**src/hdl/standby_map.vh**
```
// constants for the standby controller and the supply droop detector
// assumes a single always-on 200 MHz clock feeds the controller itself
`ifndef STANDBY_MAP_VH
`define STANDBY_MAP_VH

// =====================================================================
// standby modes (request code and state code)
`define SBY_MODE_RUN          2'h0
`define SBY_MODE_HALT         2'h1
`define SBY_MODE_IDLE         2'h2
`define SBY_MODE_STOP         2'h3

// =====================================================================
// serial channels able to run as slaves in idle and stop
`define SBY_SLAVE_CHANNELS    3

// =====================================================================
// droop detector configuration
`define SBY_EDGE_FALL_BIT     0
`define SBY_EDGE_RISE_BIT     1
`define SBY_LEVEL_4V4         1'h0
`define SBY_LEVEL_4V2         1'h1
`define SBY_LEVEL_RESET       1'h0
`define SBY_POC_LEVEL_MV      3700

// =====================================================================
// timing
`define SBY_CLK_PERIOD_NS     5
`define SBY_DROOP_SETTLE_NS   100000
`define SBY_SETTLE_CNT_W      15
`define SBY_RESET_HOLD_CYCLES 16
`define SBY_RESET_CNT_W       5

`endif

```
**src/hdl/standby_ctrl.v**
```verilog
// standby controller: halt, idle and stop modes with wake-up, plus reset collection
// assumes it runs on an always-on clock; gating outputs drive the clock tree
// Summary of operation
// - halt gates only the CPU clock
// - halt exits on NMI, unmasked interrupt, reset
// - idle stops all but oscillator, PLL, clock monitor and listed blocks
// - idle/stop exit on pin, slave serial, resets
// - stop halts everything including the oscillator, except selected slave channels
// - idle keeps oscillator running, output blocked
// - only first three slave channels run asleep
// - keep RAM, registers; hold ports, freeze state
// - droop interrupt on configured falling/rising crossing
// - droop reset while supply below level
// - two software-selectable thresholds, one control bit
// - droop detector works in stop mode
// - detection sets a readable flag
// - reset mode locked until non-droop reset
// - power-up clear resets in every mode
`timescale 1ns/1ps
`include "standby_map.vh"

module standby_ctrl #(
   parameter EXT_PINS            = 4,
   parameter DROOP_SETTLE_CYCLES = `SBY_DROOP_SETTLE_NS / `SBY_CLK_PERIOD_NS
) (
   input  wire                           clk,
   input  wire                           arst_n,
   input  wire [1:0]                     modeRequest,
   input  wire                           modeRequestStrobe,
   input  wire                           watchdogNmiRequest,
   input  wire                           maskedIrqPending,
   input  wire                           watchdogOverflow,
   input  wire [EXT_PINS-1:0]            externalInterruptPin,
   input  wire [EXT_PINS-1:0]            externalInterruptMask,
   input  wire [`SBY_SLAVE_CHANNELS-1:0] serialChannelIrq,
   input  wire [`SBY_SLAVE_CHANNELS-1:0] serialClockInputSel,
   input  wire                           resetPin_n,
   input  wire                           powerUpClearBelow,
   input  wire                           droopBelow,
   input  wire                           droopEnable,
   input  wire                           droopResetMode,
   input  wire [1:0]                     droopEdgeSelect,
   input  wire                           droopLevelSelect,
   input  wire                           droopFlagClear,
   output reg  [1:0]                     modeState,
   output reg                            cpuClockEnable,
   output reg                            periphClockEnable,
   output reg                            oscEnable,
   output reg                            oscOutputEnable,
   output reg                            pllEnable,
   output reg                            clockMonitorEnable,
   output reg  [`SBY_SLAVE_CHANNELS-1:0] serialChannelEnable,
   output reg                            portHold,
   output reg                            stateFreeze,
   output reg                            wakeInterrupt,
   output reg                            systemReset,
   output wire                           droopLevelCtrl,
   output wire                           droopIrq,
   output wire                           droopFlag,
   output wire                           droopLocked,
   output wire                           droopReady
);

   // =====================================================================
   // input synchronisers: pins and analog comparators are asynchronous
   localparam SYNC_W = EXT_PINS + 3;

   wire [SYNC_W-1:0] asyncIn = {droopBelow, powerUpClearBelow, resetPin_n, externalInterruptPin};
   reg  [SYNC_W-1:0] syncStage1_reg;
   reg  [SYNC_W-1:0] syncStage2_reg;

   genvar g;
   generate
      for (g = 0; g < SYNC_W; g = g + 1) begin : gen_sync
         always @(posedge clk or negedge arst_n) begin
            if (!arst_n) begin
               syncStage1_reg[g] <= 1'b0;
               syncStage2_reg[g] <= 1'b0;
            end else begin
               syncStage1_reg[g] <= asyncIn[g];
               syncStage2_reg[g] <= syncStage1_reg[g];
            end
         end
      end
   endgenerate

   wire [EXT_PINS-1:0] extPinSync    = syncStage2_reg[EXT_PINS-1:0];
   // reset pin reads as asserted until two clean samples have arrived
   wire                pinReset      = ~syncStage2_reg[EXT_PINS];
   wire                pocBelowSync  = syncStage2_reg[EXT_PINS+1];
   wire                droopBelowSync = syncStage2_reg[EXT_PINS+2];

   // =====================================================================
   // droop detector
   wire droopResetReq;
   wire wdtReset;
   wire otherReset;

   droop_monitor #(
      .SETTLE_CYCLES (DROOP_SETTLE_CYCLES)
   ) u_droop (
      .clk         (clk),
      .arst_n      (arst_n),
      .belowLevel  (droopBelowSync),
      .enableIn    (droopEnable),
      .resetModeIn (droopResetMode),
      .edgeSelect  (droopEdgeSelect),
      .levelSelect (droopLevelSelect),
      .flagClear   (droopFlagClear),
      .otherReset  (otherReset),
      .levelCtrl   (droopLevelCtrl),
      .droopIrq    (droopIrq),
      .droopReset  (droopResetReq),
      .droopFlag   (droopFlag),
      .droopLocked (droopLocked),
      .droopReady  (droopReady)
   );

   // =====================================================================
   // reset collection
   // watchdog is stopped in idle and stop, so its overflow only counts awake
   assign wdtReset   = watchdogOverflow &
                       ((modeState == `SBY_MODE_RUN) | (modeState == `SBY_MODE_HALT));
   assign otherReset = pinReset | wdtReset | pocBelowSync;
   wire   anyReset   = otherReset | droopResetReq;

   localparam integer                HOLD_LOAD_INT = `SBY_RESET_HOLD_CYCLES;
   localparam [`SBY_RESET_CNT_W-1:0] HOLD_LOAD     = HOLD_LOAD_INT[`SBY_RESET_CNT_W-1:0];

   reg [`SBY_RESET_CNT_W-1:0] holdCnt_reg;

   // stretched so every consumer sees at least the hold length of reset
   always @(posedge clk or negedge arst_n) begin
      if (!arst_n) begin
         holdCnt_reg <= HOLD_LOAD;
         systemReset <= 1'b1;
      end else begin
         if (anyReset) begin
            holdCnt_reg <= HOLD_LOAD;
         end else if (holdCnt_reg != {`SBY_RESET_CNT_W{1'b0}}) begin
            holdCnt_reg <= holdCnt_reg - 1'b1;
         end
         systemReset <= anyReset | (holdCnt_reg != {`SBY_RESET_CNT_W{1'b0}});
      end
   end

   // =====================================================================
   // wake-up sources
   wire haltWake  = watchdogNmiRequest | maskedIrqPending;
   wire deepWake  = (|(extPinSync & ~externalInterruptMask)) |
                    (|(serialChannelIrq & serialClockInputSel));

   // =====================================================================
   // mode state machine
   reg [1:0] modeState_next;
   reg       wake_next;

   always @* begin
      modeState_next = modeState;
      wake_next      = 1'b0;
      case (modeState)
         `SBY_MODE_RUN: begin
            if (modeRequestStrobe && !systemReset) begin
               modeState_next = modeRequest;
            end
         end
         `SBY_MODE_HALT: begin
            if (haltWake) begin
               modeState_next = `SBY_MODE_RUN;
               wake_next      = 1'b1;
            end
         end
         `SBY_MODE_IDLE, `SBY_MODE_STOP: begin
            if (deepWake) begin
               modeState_next = `SBY_MODE_RUN;
               wake_next      = 1'b1;
            end
         end
         default: begin
            modeState_next = `SBY_MODE_RUN;
         end
      endcase
      // a reset wake takes the normal reset path instead of resuming
      if (anyReset) begin
         modeState_next = `SBY_MODE_RUN;
         wake_next      = 1'b0;
      end
   end

   // =====================================================================
   // gating outputs, all registered from the next state
   reg                           cpuClk_next;
   reg                           periphClk_next;
   reg                           osc_next;
   reg                           oscOut_next;
   reg                           pll_next;
   reg                           clkMon_next;
   reg [`SBY_SLAVE_CHANNELS-1:0] serial_next;
   reg                           hold_next;

   always @* begin
      cpuClk_next    = 1'b1;
      periphClk_next = 1'b1;
      osc_next       = 1'b1;
      oscOut_next    = 1'b1;
      pll_next       = 1'b1;
      clkMon_next    = 1'b1;
      serial_next    = {`SBY_SLAVE_CHANNELS{1'b1}};
      hold_next      = 1'b0;
      case (modeState_next)
         `SBY_MODE_RUN: begin
         end
         `SBY_MODE_HALT: begin
            cpuClk_next = 1'b0;
         end
         `SBY_MODE_IDLE: begin
            cpuClk_next    = 1'b0;
            periphClk_next = 1'b0;
            oscOut_next    = 1'b0;
            serial_next    = serialClockInputSel;
            hold_next      = 1'b1;
         end
         `SBY_MODE_STOP: begin
            cpuClk_next    = 1'b0;
            periphClk_next = 1'b0;
            osc_next       = 1'b0;
            oscOut_next    = 1'b0;
            pll_next       = 1'b0;
            clkMon_next    = 1'b0;
            serial_next    = serialClockInputSel;
            hold_next      = 1'b1;
         end
         default: begin
         end
      endcase
   end

   // RAM and registers keep contents: nothing here clears them
   always @(posedge clk or negedge arst_n) begin
      if (!arst_n) begin
         modeState           <= `SBY_MODE_RUN;
         cpuClockEnable      <= 1'b1;
         periphClockEnable   <= 1'b1;
         oscEnable           <= 1'b1;
         oscOutputEnable     <= 1'b1;
         pllEnable           <= 1'b1;
         clockMonitorEnable  <= 1'b1;
         serialChannelEnable <= {`SBY_SLAVE_CHANNELS{1'b1}};
         portHold            <= 1'b0;
         stateFreeze         <= 1'b0;
         wakeInterrupt       <= 1'b0;
      end else begin
         modeState           <= modeState_next;
         cpuClockEnable      <= cpuClk_next;
         periphClockEnable   <= periphClk_next;
         oscEnable           <= osc_next;
         oscOutputEnable     <= oscOut_next;
         pllEnable           <= pll_next;
         clockMonitorEnable  <= clkMon_next;
         serialChannelEnable <= serial_next;
         portHold            <= hold_next;
         stateFreeze         <= hold_next;
         wakeInterrupt       <= wake_next;
      end
   end

endmodule // standby_ctrl

```
**src/hdl/droop_monitor.v**
```verilog
// supply droop detector control: threshold select, flag, interrupt, reset, lock
// assumes the comparator output arrives already synchronised to clk
`timescale 1ns/1ps
`include "standby_map.vh"

module droop_monitor #(
   parameter SETTLE_CYCLES = `SBY_DROOP_SETTLE_NS / `SBY_CLK_PERIOD_NS
) (
   input  wire       clk,
   input  wire       arst_n,
   input  wire       belowLevel,
   input  wire       enableIn,
   input  wire       resetModeIn,
   input  wire [1:0] edgeSelect,
   input  wire       levelSelect,
   input  wire       flagClear,
   input  wire       otherReset,
   output wire       levelCtrl,
   output reg        droopIrq,
   output reg        droopReset,
   output reg        droopFlag,
   output reg        droopLocked,
   output reg        droopReady
);

   // =====================================================================
   // lock and effective configuration
   // settle count must fit the counter width; larger values wrap
   localparam integer                 SETTLE_LAST_INT = SETTLE_CYCLES - 1;
   localparam [`SBY_SETTLE_CNT_W-1:0] SETTLE_LAST     = SETTLE_LAST_INT[`SBY_SETTLE_CNT_W-1:0];

   reg                          levelSel_reg;
   reg                          below_reg;
   reg  [`SBY_SETTLE_CNT_W-1:0] settle_reg;
   wire                         enabled   = enableIn | droopLocked;
   wire                         resetMode = resetModeIn | droopLocked;
   wire                         fallEvent = droopReady & belowLevel & ~below_reg;
   wire                         riseEvent = droopReady & ~belowLevel & below_reg;

   // frozen while locked so the comparator setting cannot be moved away
   assign levelCtrl = levelSel_reg;

   always @(posedge clk or negedge arst_n) begin
      if (!arst_n) begin
         levelSel_reg <= `SBY_LEVEL_RESET;
         below_reg    <= 1'b0;
         settle_reg   <= {`SBY_SETTLE_CNT_W{1'b0}};
         droopReady   <= 1'b0;
         droopLocked  <= 1'b0;
         droopIrq     <= 1'b0;
         droopReset   <= 1'b0;
         droopFlag    <= 1'b0;
      end else begin
         below_reg <= belowLevel;
         if (!droopLocked) begin
            levelSel_reg <= levelSelect;
         end
         // comparator output is untrusted until the settle time has passed
         if (!enabled) begin
            settle_reg <= {`SBY_SETTLE_CNT_W{1'b0}};
            droopReady <= 1'b0;
         end else if (settle_reg == SETTLE_LAST) begin
            droopReady <= 1'b1;
         end else begin
            settle_reg <= settle_reg + 1'b1;
         end
         if (otherReset) begin
            droopLocked <= 1'b0;
         end else if (enableIn && resetModeIn) begin
            droopLocked <= 1'b1;
         end
         // no mode input: keeps running in every standby mode
         droopIrq   <= enabled & ~resetMode &
                       ((fallEvent & edgeSelect[`SBY_EDGE_FALL_BIT]) |
                        (riseEvent & edgeSelect[`SBY_EDGE_RISE_BIT]));
         droopReset <= enabled & resetMode & droopReady & belowLevel;
         // set wins over clear
         if (enabled && fallEvent) begin
            droopFlag <= 1'b1;
         end else if (flagClear) begin
            droopFlag <= 1'b0;
         end
      end
   end

endmodule // droop_monitor

```
**config.mk**
```make
export PLATFORM = sky130hd
export DESIGN_NAME = standby_ctrl
export DESIGN_NICKNAME = d
export VERILOG_FILES = /design/src/hdl/standby_ctrl.v /design/src/hdl/droop_monitor.v
export VERILOG_INCLUDE_DIRS = /design/src /design/src/hdl
export SDC_FILE = /design/constraint.sdc
export NUM_CORES = 1
export LEC_CHECK = 0
export ABC_AREA = 1
export BUFFER_PORTS_ARGS = -buffer_cell sky130_fd_sc_hd__buf_4
export CAP_MARGIN = 20
export CORE_MARGIN = 2
export CORE_UTILIZATION = 31
export DETAILED_ROUTE_END_ITERATION = 10
export HOLD_SLACK_MARGIN = 0.15
export MAX_ROUTING_LAYER = met4
export PLACE_DENSITY_LB_ADDON = 0.1
export SETUP_SLACK_MARGIN = 0.2
export SYNTH_ARGS = -nofsm -noshare
export SYNTH_HDL_FRONTEND = slang
export SYNTH_HIERARCHICAL = 1
export SYNTH_SLANG_ARGS = --single-unit
export TNS_END_PERCENT = 100
```
**constraint.sdc**
```tcl
create_clock -name clk -period 3 [get_ports clk]
set_clock_uncertainty 0.2 [all_clocks]
set_input_delay 0 -clock clk [delete_from_list [all_inputs] [get_ports clk]]
set_output_delay 0 -clock clk [all_outputs]
set_load 0.1 [all_outputs]
```
==> results.toml, run 1 <==
[outcome]
status = "finished clean"

[final_layout]
final_core_util = 0.459
area_growth_pct = 42.9
drive_gt1_frac = 0.244
largest_reg_flops = 15
nets = 390
n_antenna_cell = 0

[global_route]
grt_pass1_vias = 1997
grt_pass1_wl_um = 9150
grt_max_degree = 45
antenna_found_initial = 0
track_usage = 0.140
gr-total-overflow = 0

[logic_synthesis]
synthFlopType = "dfrtp_1"
synth_area_um2 = 2340
syn_nets = 294
ys_top_cells_by_area = "dfrtp_1 47%, dfstp_2 9.0%, nand2_1 8.8%"
synth_commonest_cells = "55 x nand2_1, 44 x dfrtp_1, 36 x nor2_1, 32 x inv_1, 15 x nand3_1"
synth_cell_types = 30
syn_inst = 259
synth-edff-count = 0
ys_warn_count = 6
ys_seq_area_frac = 0.560
ys_ff_latch = 52
synth_largest_area_cell = "dfrtp_1"
synth_top_cell_area_share = 0.471
yosysMostFrequentCell = "nand2_1"
syn_avg_cell_area_um2 = 9.03
async_flop_share = 1.00

[sta]
tightest_slew_ps = 287
slew_headroom = 0.810
timing.setup.tns_ps = 0
fin_crit_sh = 0.833
rsz0062_at_grt = "false"
fin_crit_ps = 2500
hold_violations = 0
max_clock_freq_mhz = 400
finalSetupViolations = 0
drv_slew = 0

[critical_path]
end_kind = "register"
ff2ff_path_depth = 9
reg2reg_slack_ps = 500
crit_slowest_cell = "dlygate4sd3_1"
crit_type = "register to register"
path_buf_inv = 3
required_ps = 3030
critPathTopFamily = "buffers and inverters"
cp-startpoint = "modeState[1]"
crit_path_cell_trace = "inv_2 -> nand2_2 -> nand3_4 -> nor2_8 -> nand4_1 -> dlygate4sd3_1 -> nand2_1 -> dlygate4sd3_1 -> nand2_1"
rr_endpoint = "clockMonitorEnable"
r2r_start = "modeState[1]"
critical-path-max-stage-delay_ps = 600
path_depth = 9
cp.arrival_ps = 2530
cp_max_fo = 8
cp-start-kind = "register"
endpoint = "clockMonitorEnable"

[min_path]
holdCritStartpoint = "syncStage1_reg[6]"
hp-class = "register to register"

[drt]
num_vias = 1989
dr.first_iter.drc_count = 34
post_drt_wl_per_cell_um = 11.4
first_pass_iters = 4
via_per_inst = 4.37
wirelength_um = 5200
drtAntennaViolNets = 0
drc = 0

[clocking]
root_buffer = "clkbuf_8"
clk_pin_slew_worst_paths_ps = 90
cts_tree = "yes"
numCtsBuffers = 5
clockBufferDepth = 2
cts_sinks = 52
clock_latency_ps = 300
h-tree-depth = 2
cts_resized = 0

[place]
portBuffers = 50
place.gp.congestion = 0.861
hpwlAfterDp_um = 3330

[floorplanning]
fp.dieW_um = 90.9
core-area_um2 = 7290
die_h_um = 90.9
initial_core_util = 0.321
design.portCount = 51
design.die.area_um2 = 8260
row_count = 31

[power_and_ir_drop]
max-vdd-ir-drop_mv = 0.172
power_leakage_uw = 0.00152
power_density_nw_per_um2 = 379

[job]
drv_cap = 0
-- worst reg2reg max path, cell delays in order, from the launching register on --
cell	delay [ps]
dfrtp_1	430
inv_2	70
nand2_2	80
nand3_4	100
nor2_8	170
nand4_1	90
dlygate4sd3_1	570
nand2_1	70
dlygate4sd3_1	600
nand2_1	70
-- power by group --
| group | leakage, uW | total, uW | internal, uW | switching, uW |
|---|---|---|---|---|
| logic | 0.000821 | 145 | 77.4 | 67.7 |
| registers | 0.000658 | 733 | 720 | 12.8 |
| clock network | 0.0000412 | 390 | 164 | 227 |
-- stage by stage --
stage | total power (uW) | instance area (um2) | worst slack (ps) | std cells | hold WS (ps)
finish | 1270 | 3340 | 500 | 455 | 154
global route | 1340 | 3340 | 321 | 455 | 163
CTS | 1300 | 3340 | 476 | 455 | 159
detailed placement | 855 | 2810 | 1320 | 404 | -110
global placement | 855 | 2810 | 1340 | 404 | -115
floorplan | 795 | 2340 | 1070 | 259 | -496
-- layout by cell type, fill, tap and decap left out, types with 2 or more instances in the layout --
cell            n
inv_1          32
dlygate4sd3_1  42
nor2_2          4
nand4_1        11
nor2_4          2
ha_1            4
inv_2           2
o21ai_0         3
a31oi_1         2
buf_4          51
nor3_1          5
dfrtp_1        44
nand3_1        15
xor2_1          3
o21ai_1         2
nand2_2         4
nor2_1         36
or2_2           3
a21oi_1        10
nand2_1        55
dfstp_2         8
clkbuf_8        5
-- worst min-delay path by stage --
| stage | end | cells past startpoint |
|---|---|---|
| after floorplan | droopBelowSync | 0 |
| final | droopBelowSync | 0 |
| after global placement | extPinSync[3] | 1 |
| after detailed placement | extPinSync[3] | 1 |
| after global routing | extPinSync[1] | 0 |
| after CTS | pocBelowSync | 0 |
-- cell families (layout without fill, tap and decap cells) --
kind of cell	Yosys count	after routing	synth area share
compound gates	21	21	0.0519
xor+xnor	3	3	0.0112
fa+ha+maj	4	4	0.0214
buf+inv	39	136	0.0695
flops	52	52	0.560
mux	1	1	0.00481
simple gates	139	139	0.281
-- routing by layer --
layer	wire length, um	vias to the layer above	track usage
li1	-	1009	-
met1	2370	918	0.171
met2	2470	49	0.228
met3	244	13	0.0351
met4	113	0	0.0455
met5	0	-	-
-- repair_timing --
action | CTS | global route
hold buffers | 43 | 0
buffers inserted | 0 | 0
endpoints found under the hold margin | 92 | 0
-- layout make-up --
cell class                      count  area (um2)
Clock buffer                        6        72.6
Inverter                           34         128
Fill cell                         709        3950
Clock inverter                      2        12.5
Timing Repair Buffer               94         831
Multi-Input combinational cell    168         866
Sequential cell                    52        1310
Tap cell                           99         124
(Power assumes the default switching activity.)
==> inputs of run 2 (changes only) <==
==> constraint.sdc (replaced) <==
create_clock -name clk -period 2.06 [get_ports clk]
set_clock_uncertainty 0.2 [all_clocks]
set_input_delay 0 -clock clk [delete_from_list [all_inputs] [get_ports clk]]
set_output_delay 0 -clock clk [all_outputs]
set_load 0.1 [all_outputs]
==> run 2 against run 1 <==
Effect of this change: core utilization grew 0.55 points; via count shrank 1.2%; die area is the same; largest cell class unchanged; sequential power grew 46%; non-clock buffer count grew 2; first-iteration DRC count grew to 3.0 times the previous value; global-route usage shrank 0.73 points; final cell count grew 0.44%; routed wire length shrank 1.1%; register-to-register slack lost 210 ps; final area grew 1.2%.
==> results.toml, run 2 (synthesized netlist as in run 1, its figures left out) <==
[sta]
rsz0062_at_grt = "true"
drv_slew = 0
timing.setup.tns_ps = 0
tightest_slew_ps = 656
fin_crit_sh = 0.861
slew_headroom = 0.563
hold_violations = 0
finalSetupViolations = 0
fin_ws_ps = 286
max_clock_freq_mhz = 564
fin_crit_ps = 1770

[drt]
dr.first_iter.drc_count = 102
wirelength_um = 5140
via_per_inst = 4.30
post_drt_wl_per_cell_um = 11.2
num_vias = 1966
drc = 0
drtAntennaViolNets = 0
first_pass_iters = 4

[critical_path]
crit_slowest_cell = "dlygate4sd3_1"
cp-start-kind = "register"
path_buf_inv = 2
crit_path_cell_trace = "nor2_1 -> buf_6 -> o22ai_1 -> dlygate4sd3_1"
cp_max_fo = 13
critPathTopFamily = "buffers and inverters"
critical-path-max-stage-delay_ps = 560
cp.arrival_ps = 1760
end_kind = "register"
required_ps = 2050
crit_type = "register to register"

[final_layout]
finalNonFillerCells = 457
layout_commonest_cell = "nand2_1"
final_cell_mix = "55 x nand2_1, 54 x buf_4, 43 x dfrtp_1, 41 x dlygate4sd3_1, 36 x nor2_1"
n_antenna_cell = 0
largest_reg_flops = 15
nets = 392
area_growth_pct = 44.7
final_core_util = 0.464
drive_gt1_frac = 0.260
fin_area_um2 = 3380

[place]
dpl_cell_area_um2 = 2810
place.gp.congestion = 0.756
hpwlAfterDp_um = 3370
portBuffers = 50
post-place-ws_ps = 422
placedCellCount = 404

[clocking]
numCtsBuffers = 5
cts_sinks = 52
clockBufferDepth = 2
root_buffer = "clkbuf_8"
clock_latency_ps = 300
clk_pin_slew_worst_paths_ps = 100
h-tree-depth = 2
cts_tree = "yes"

[min_path]
hp-class = "register to register"

[global_route]
track_usage = 0.133
antenna_found_initial = 0
gr-total-overflow = 0
grt_max_degree = 53
grt_pass1_vias = 1896
grt_pass1_wl_um = 8700

[power_and_ir_drop]
max-vdd-ir-drop_mv = 0.293
power_density_nw_per_um2 = 597
power_leakage_uw = 0.00156

[floorplanning]
fp.dieW_um = 90.9
initial_core_util = 0.321
row_count = 31
die_h_um = 90.9
design.die.area_um2 = 8260
design.portCount = 51
core-area_um2 = 7290

[outcome]
status = "finished clean"

[job]
drv_cap = 0
run 2: path summary, 6_finish.rpt:
path / slack, ps / startpoint / end / cells past startpoint
hold reg to reg: 160 / syncStage1_reg[2] / extPinSync[2] / 0
setup / recovery: 290 / u_droop/droopLocked / u_droop/droopFlag / 4
min in group asynchronous: 630 / arst_n / extPinSync[3] / 3
hold / removal: 160 / syncStage1_reg[2] / extPinSync[2] / 0
max in group asynchronous: 560 / arst_n / modeState[1] / 3
setup reg to reg: 290 / u_droop/droopLocked / u_droop/droopFlag / 4
run 2: timing repair:
action / 4_1_cts / 5_1_grt
endpoints found under the hold margin: 96 / 0
hold buffers: 41 / 0
endpoints found under the setup margin: 0 / 3
gates resized for setup: 0 / 2
buffers inserted: 0 / 4
run 2: final cells by class:
type,count,area [um2]
fillers,717,3910
flip-flops and latches,52,1310
multi-input cells,168,872
repair buffers,96,827
inverters,34,128
well taps,99,124
clock buffers,6,82.6
clock inverters,2,38.8
run 2: metal layers:
metal / wire length, um / vias to the layer above / track usage / part of all wire
li1: - / 1016 / - / -
met1: 2410 / 904 / 0.165 / 0.47
met2: 2460 / 42 / 0.220 / 0.48
met3: 223 / 4 / 0.0301 / 0.043
met4: 46 / 0 / 0.0341 / 0.0090
met5: 0 / - / - / 0
run 2: power by group:
part | switching, uW | total (uW) | internal, uW
clock network | 343 | 740 | 398
logic | 99.2 | 216 | 116
registers | 17.7 | 1070 | 1050
run 2: metrics by stage:
| stage | hold slack, ps | total power [uW] |
|---|---|---|
| 2_1_floorplan | -496 | 1160 |
| 3_3_place_gp | -122 | 1240 |
| 3_5_place_dp | -120 | 1250 |
| 4_1_cts | 156 | 2050 |
| 5_1_grt | 163 | 2130 |
| 6_report | 157 | 2020 |
==> inputs of run 3 (changes only) <==
--- a/config.mk
+++ b/config.mk
@@ -14,7 +14,6 @@
 export DETAILED_ROUTE_END_ITERATION = 10
 export HOLD_SLACK_MARGIN = 0.15
 export MAX_ROUTING_LAYER = met4
-export PLACE_DENSITY_LB_ADDON = 0.1
 export SETUP_SLACK_MARGIN = 0.2
 export SYNTH_ARGS = -nofsm -noshare
 export SYNTH_HDL_FRONTEND = slang
==> run 3 against run 2 <==
Effect of this change: sequential share of layout area grew 0.41 points; combinational power is essentially flat; setup slack gained 38 ps; total power shrank 1.7%; final area shrank 1.0%; register-to-register slack gained 40 ps; maximum frequency grew 2.2%; worst hold slack lost 1.5 ps; critical path type unchanged; largest power group unchanged; highest routed layer unchanged.
==> results.toml, run 3 (synthesized netlist as in run 1, its figures left out) <==
[floorplanning]
fp.dieW_um = 90.9
design.die.area_um2 = 8260
row_count = 31
design.portCount = 51
core-area_um2 = 7290
die_h_um = 90.9
initial_core_util = 0.321

[critical_path]
crit_type = "register to register"
r2r_start = "u_droop/droopLocked"
rr_endpoint = "u_droop/droopFlag"
required_ps = 2060
reg2reg_slack_ps = 320
crit_slowest_cell = "dlygate4sd3_1"
end_kind = "register"
cp_max_fo = 13
ff2ff_path_depth = 4
crit_path_cell_trace = "nor2_2 -> buf_6 -> o22ai_1 -> dlygate4sd3_1"
critical-path-max-stage-delay_ps = 560
critPathTopFamily = "buffers and inverters"
cp-start-kind = "register"
cp.arrival_ps = 1740
path_buf_inv = 2

[min_path]
hp-class = "register to register"
hold_depth = 0
min_to = "extPinSync[0]"
holdCritStartpoint = "syncStage1_reg[0]"

[sta]
max_clock_freq_mhz = 576
tightest_slew_ps = 632
drv_slew = 0
rsz0062_at_grt = "false"
hold_violations = 0
fin_crit_sh = 0.843
slew_headroom = 0.578
finalSetupViolations = 0
timing.setup.tns_ps = 0
fin_crit_ps = 1740

[power_and_ir_drop]
p_int_uw = 1530
power_leakage_uw = 0.00154
switchingPower_uw = 456
power_frac_clock = 0.356
p_seq_frac = 0.537
power.share.switching = 0.230
max-vdd-ir-drop_mv = 0.361
power_density_nw_per_um2 = 593
total_power_uw = 1990
power_frac_comb = 0.108

[global_route]
grt_pass1_vias = 1988
busiest_layer = "met2"
gr-total-overflow = 0
antenna_found_initial = 0
grtUsageMet1 = 0.150
track_usage = 0.131
use_met2 = 0.233
gr-usage-met3 = 0.0259
grt_pass1_wl_um = 8650
grt_max_degree = 53

[place]
dpl_cell_area_um2 = 2810
hpwlAfterDp_um = 3350
placedCellCount = 404
place.gp.congestion = 0.897
portBuffers = 50

[final_layout]
n_antenna_cell = 0
nets = 389
drive_gt1_frac = 0.265
final_cell_mix = "54 x nand2_1, 54 x buf_4, 43 x dfrtp_1, 38 x dlygate4sd3_1, 35 x nor2_1"
area_growth_pct = 43.2
finalNonFillerCells = 454
fin_area_um2 = 3350
largest_reg_flops = 15

[clocking]
root_buffer = "clkbuf_8"
cts_tree = "yes"
clockBufferDepth = 2
h-tree-depth = 2
clk_pin_slew_worst_paths_ps = 100
numCtsBuffers = 5
cts_sinks = 52
clock_latency_ps = 310

[drt]
via_per_inst = 4.43
drc = 0
wirelength_um = 4990
dr.first_iter.drc_count = 73
drtAntennaViolNets = 0
post_drt_wl_per_cell_um = 11.0
num_vias = 2009
first_pass_iters = 4

[job]
drv_cap = 0

[outcome]
status = "finished clean"
[run 3: worst max path at each step]
| stage | start | endpoint | slack (ps) | cells after the start |
|---|---|---|---|---|
| after floorplan | modeState[0] | cpuClockEnable | 210 | 4 |
| after global placement | u_droop/settle_reg[0] | u_droop/settle_reg[5] | 500 | 6 |
| after detailed placement | u_droop/settle_reg[0] | u_droop/settle_reg[5] | 440 | 6 |
| after CTS | systemReset | stateFreeze | 230 | 4 |
| after global routing | u_droop/droopReady | u_droop/droopIrq | 220 | 5 |
| final | u_droop/droopLocked | u_droop/droopFlag | 320 | 4 |
[run 3: through the flow]
| stage | utilization | setup slack, ps | hold WS, ps |
|---|---|---|---|
| 2_1_floorplan | - | 214 | -496 |
| 3_3_place_gp | 0.386 | 496 | -130 |
| 3_5_place_dp | 0.386 | 436 | -128 |
| 4_1_cts | 0.455 | 226 | 157 |
| 5_1_grt | 0.459 | 217 | 157 |
| 6_report | 0.459 | 324 | 155 |
[run 3: metal layers]
metal,vias to the layer above,share of wire
met3,4,0.038
met4,0,0.011
li1,1010,-
met5,-,0
met1,946,0.43
met2,49,0.52
[run 3: power by group through the flow]
stage | Combinational (uW) | Sequential, uW | Clock [uW]
5_1_grt | 238 | 1070 | 765
3_3_place_gp | 156 | 1080 | 0
3_5_place_dp | 159 | 1090 | 0
4_1_cts | 212 | 1070 | 738
6_report | 214 | 1070 | 706
2_1_floorplan | 63.3 | 1090 | 0
[run 3: cell type report]
cell class	instances	area [um2]
multi-input combinational	168	877
inverter	34	128
clock buffer	6	72.6
fill	704	3940
tap	99	124
timing repair buffer	93	797
clock inverter	2	38.8
sequential	52	1310
[run 3: timing repair]
item / CTS / global route
buffers inserted: 0 / 4
gates resized for setup: 0 / 4
hold endpoints to repair: 96 / 0
endpoints found under the setup margin: 0 / 2
hold buffers: 39 / 0
[run 3: worst reg2reg max path: cells and delay by family (launching register included)]
family          cells  cell delay [ps]
compound gates      1               90
buf+inv             2              740
flops               1              440
simple gates        1              160
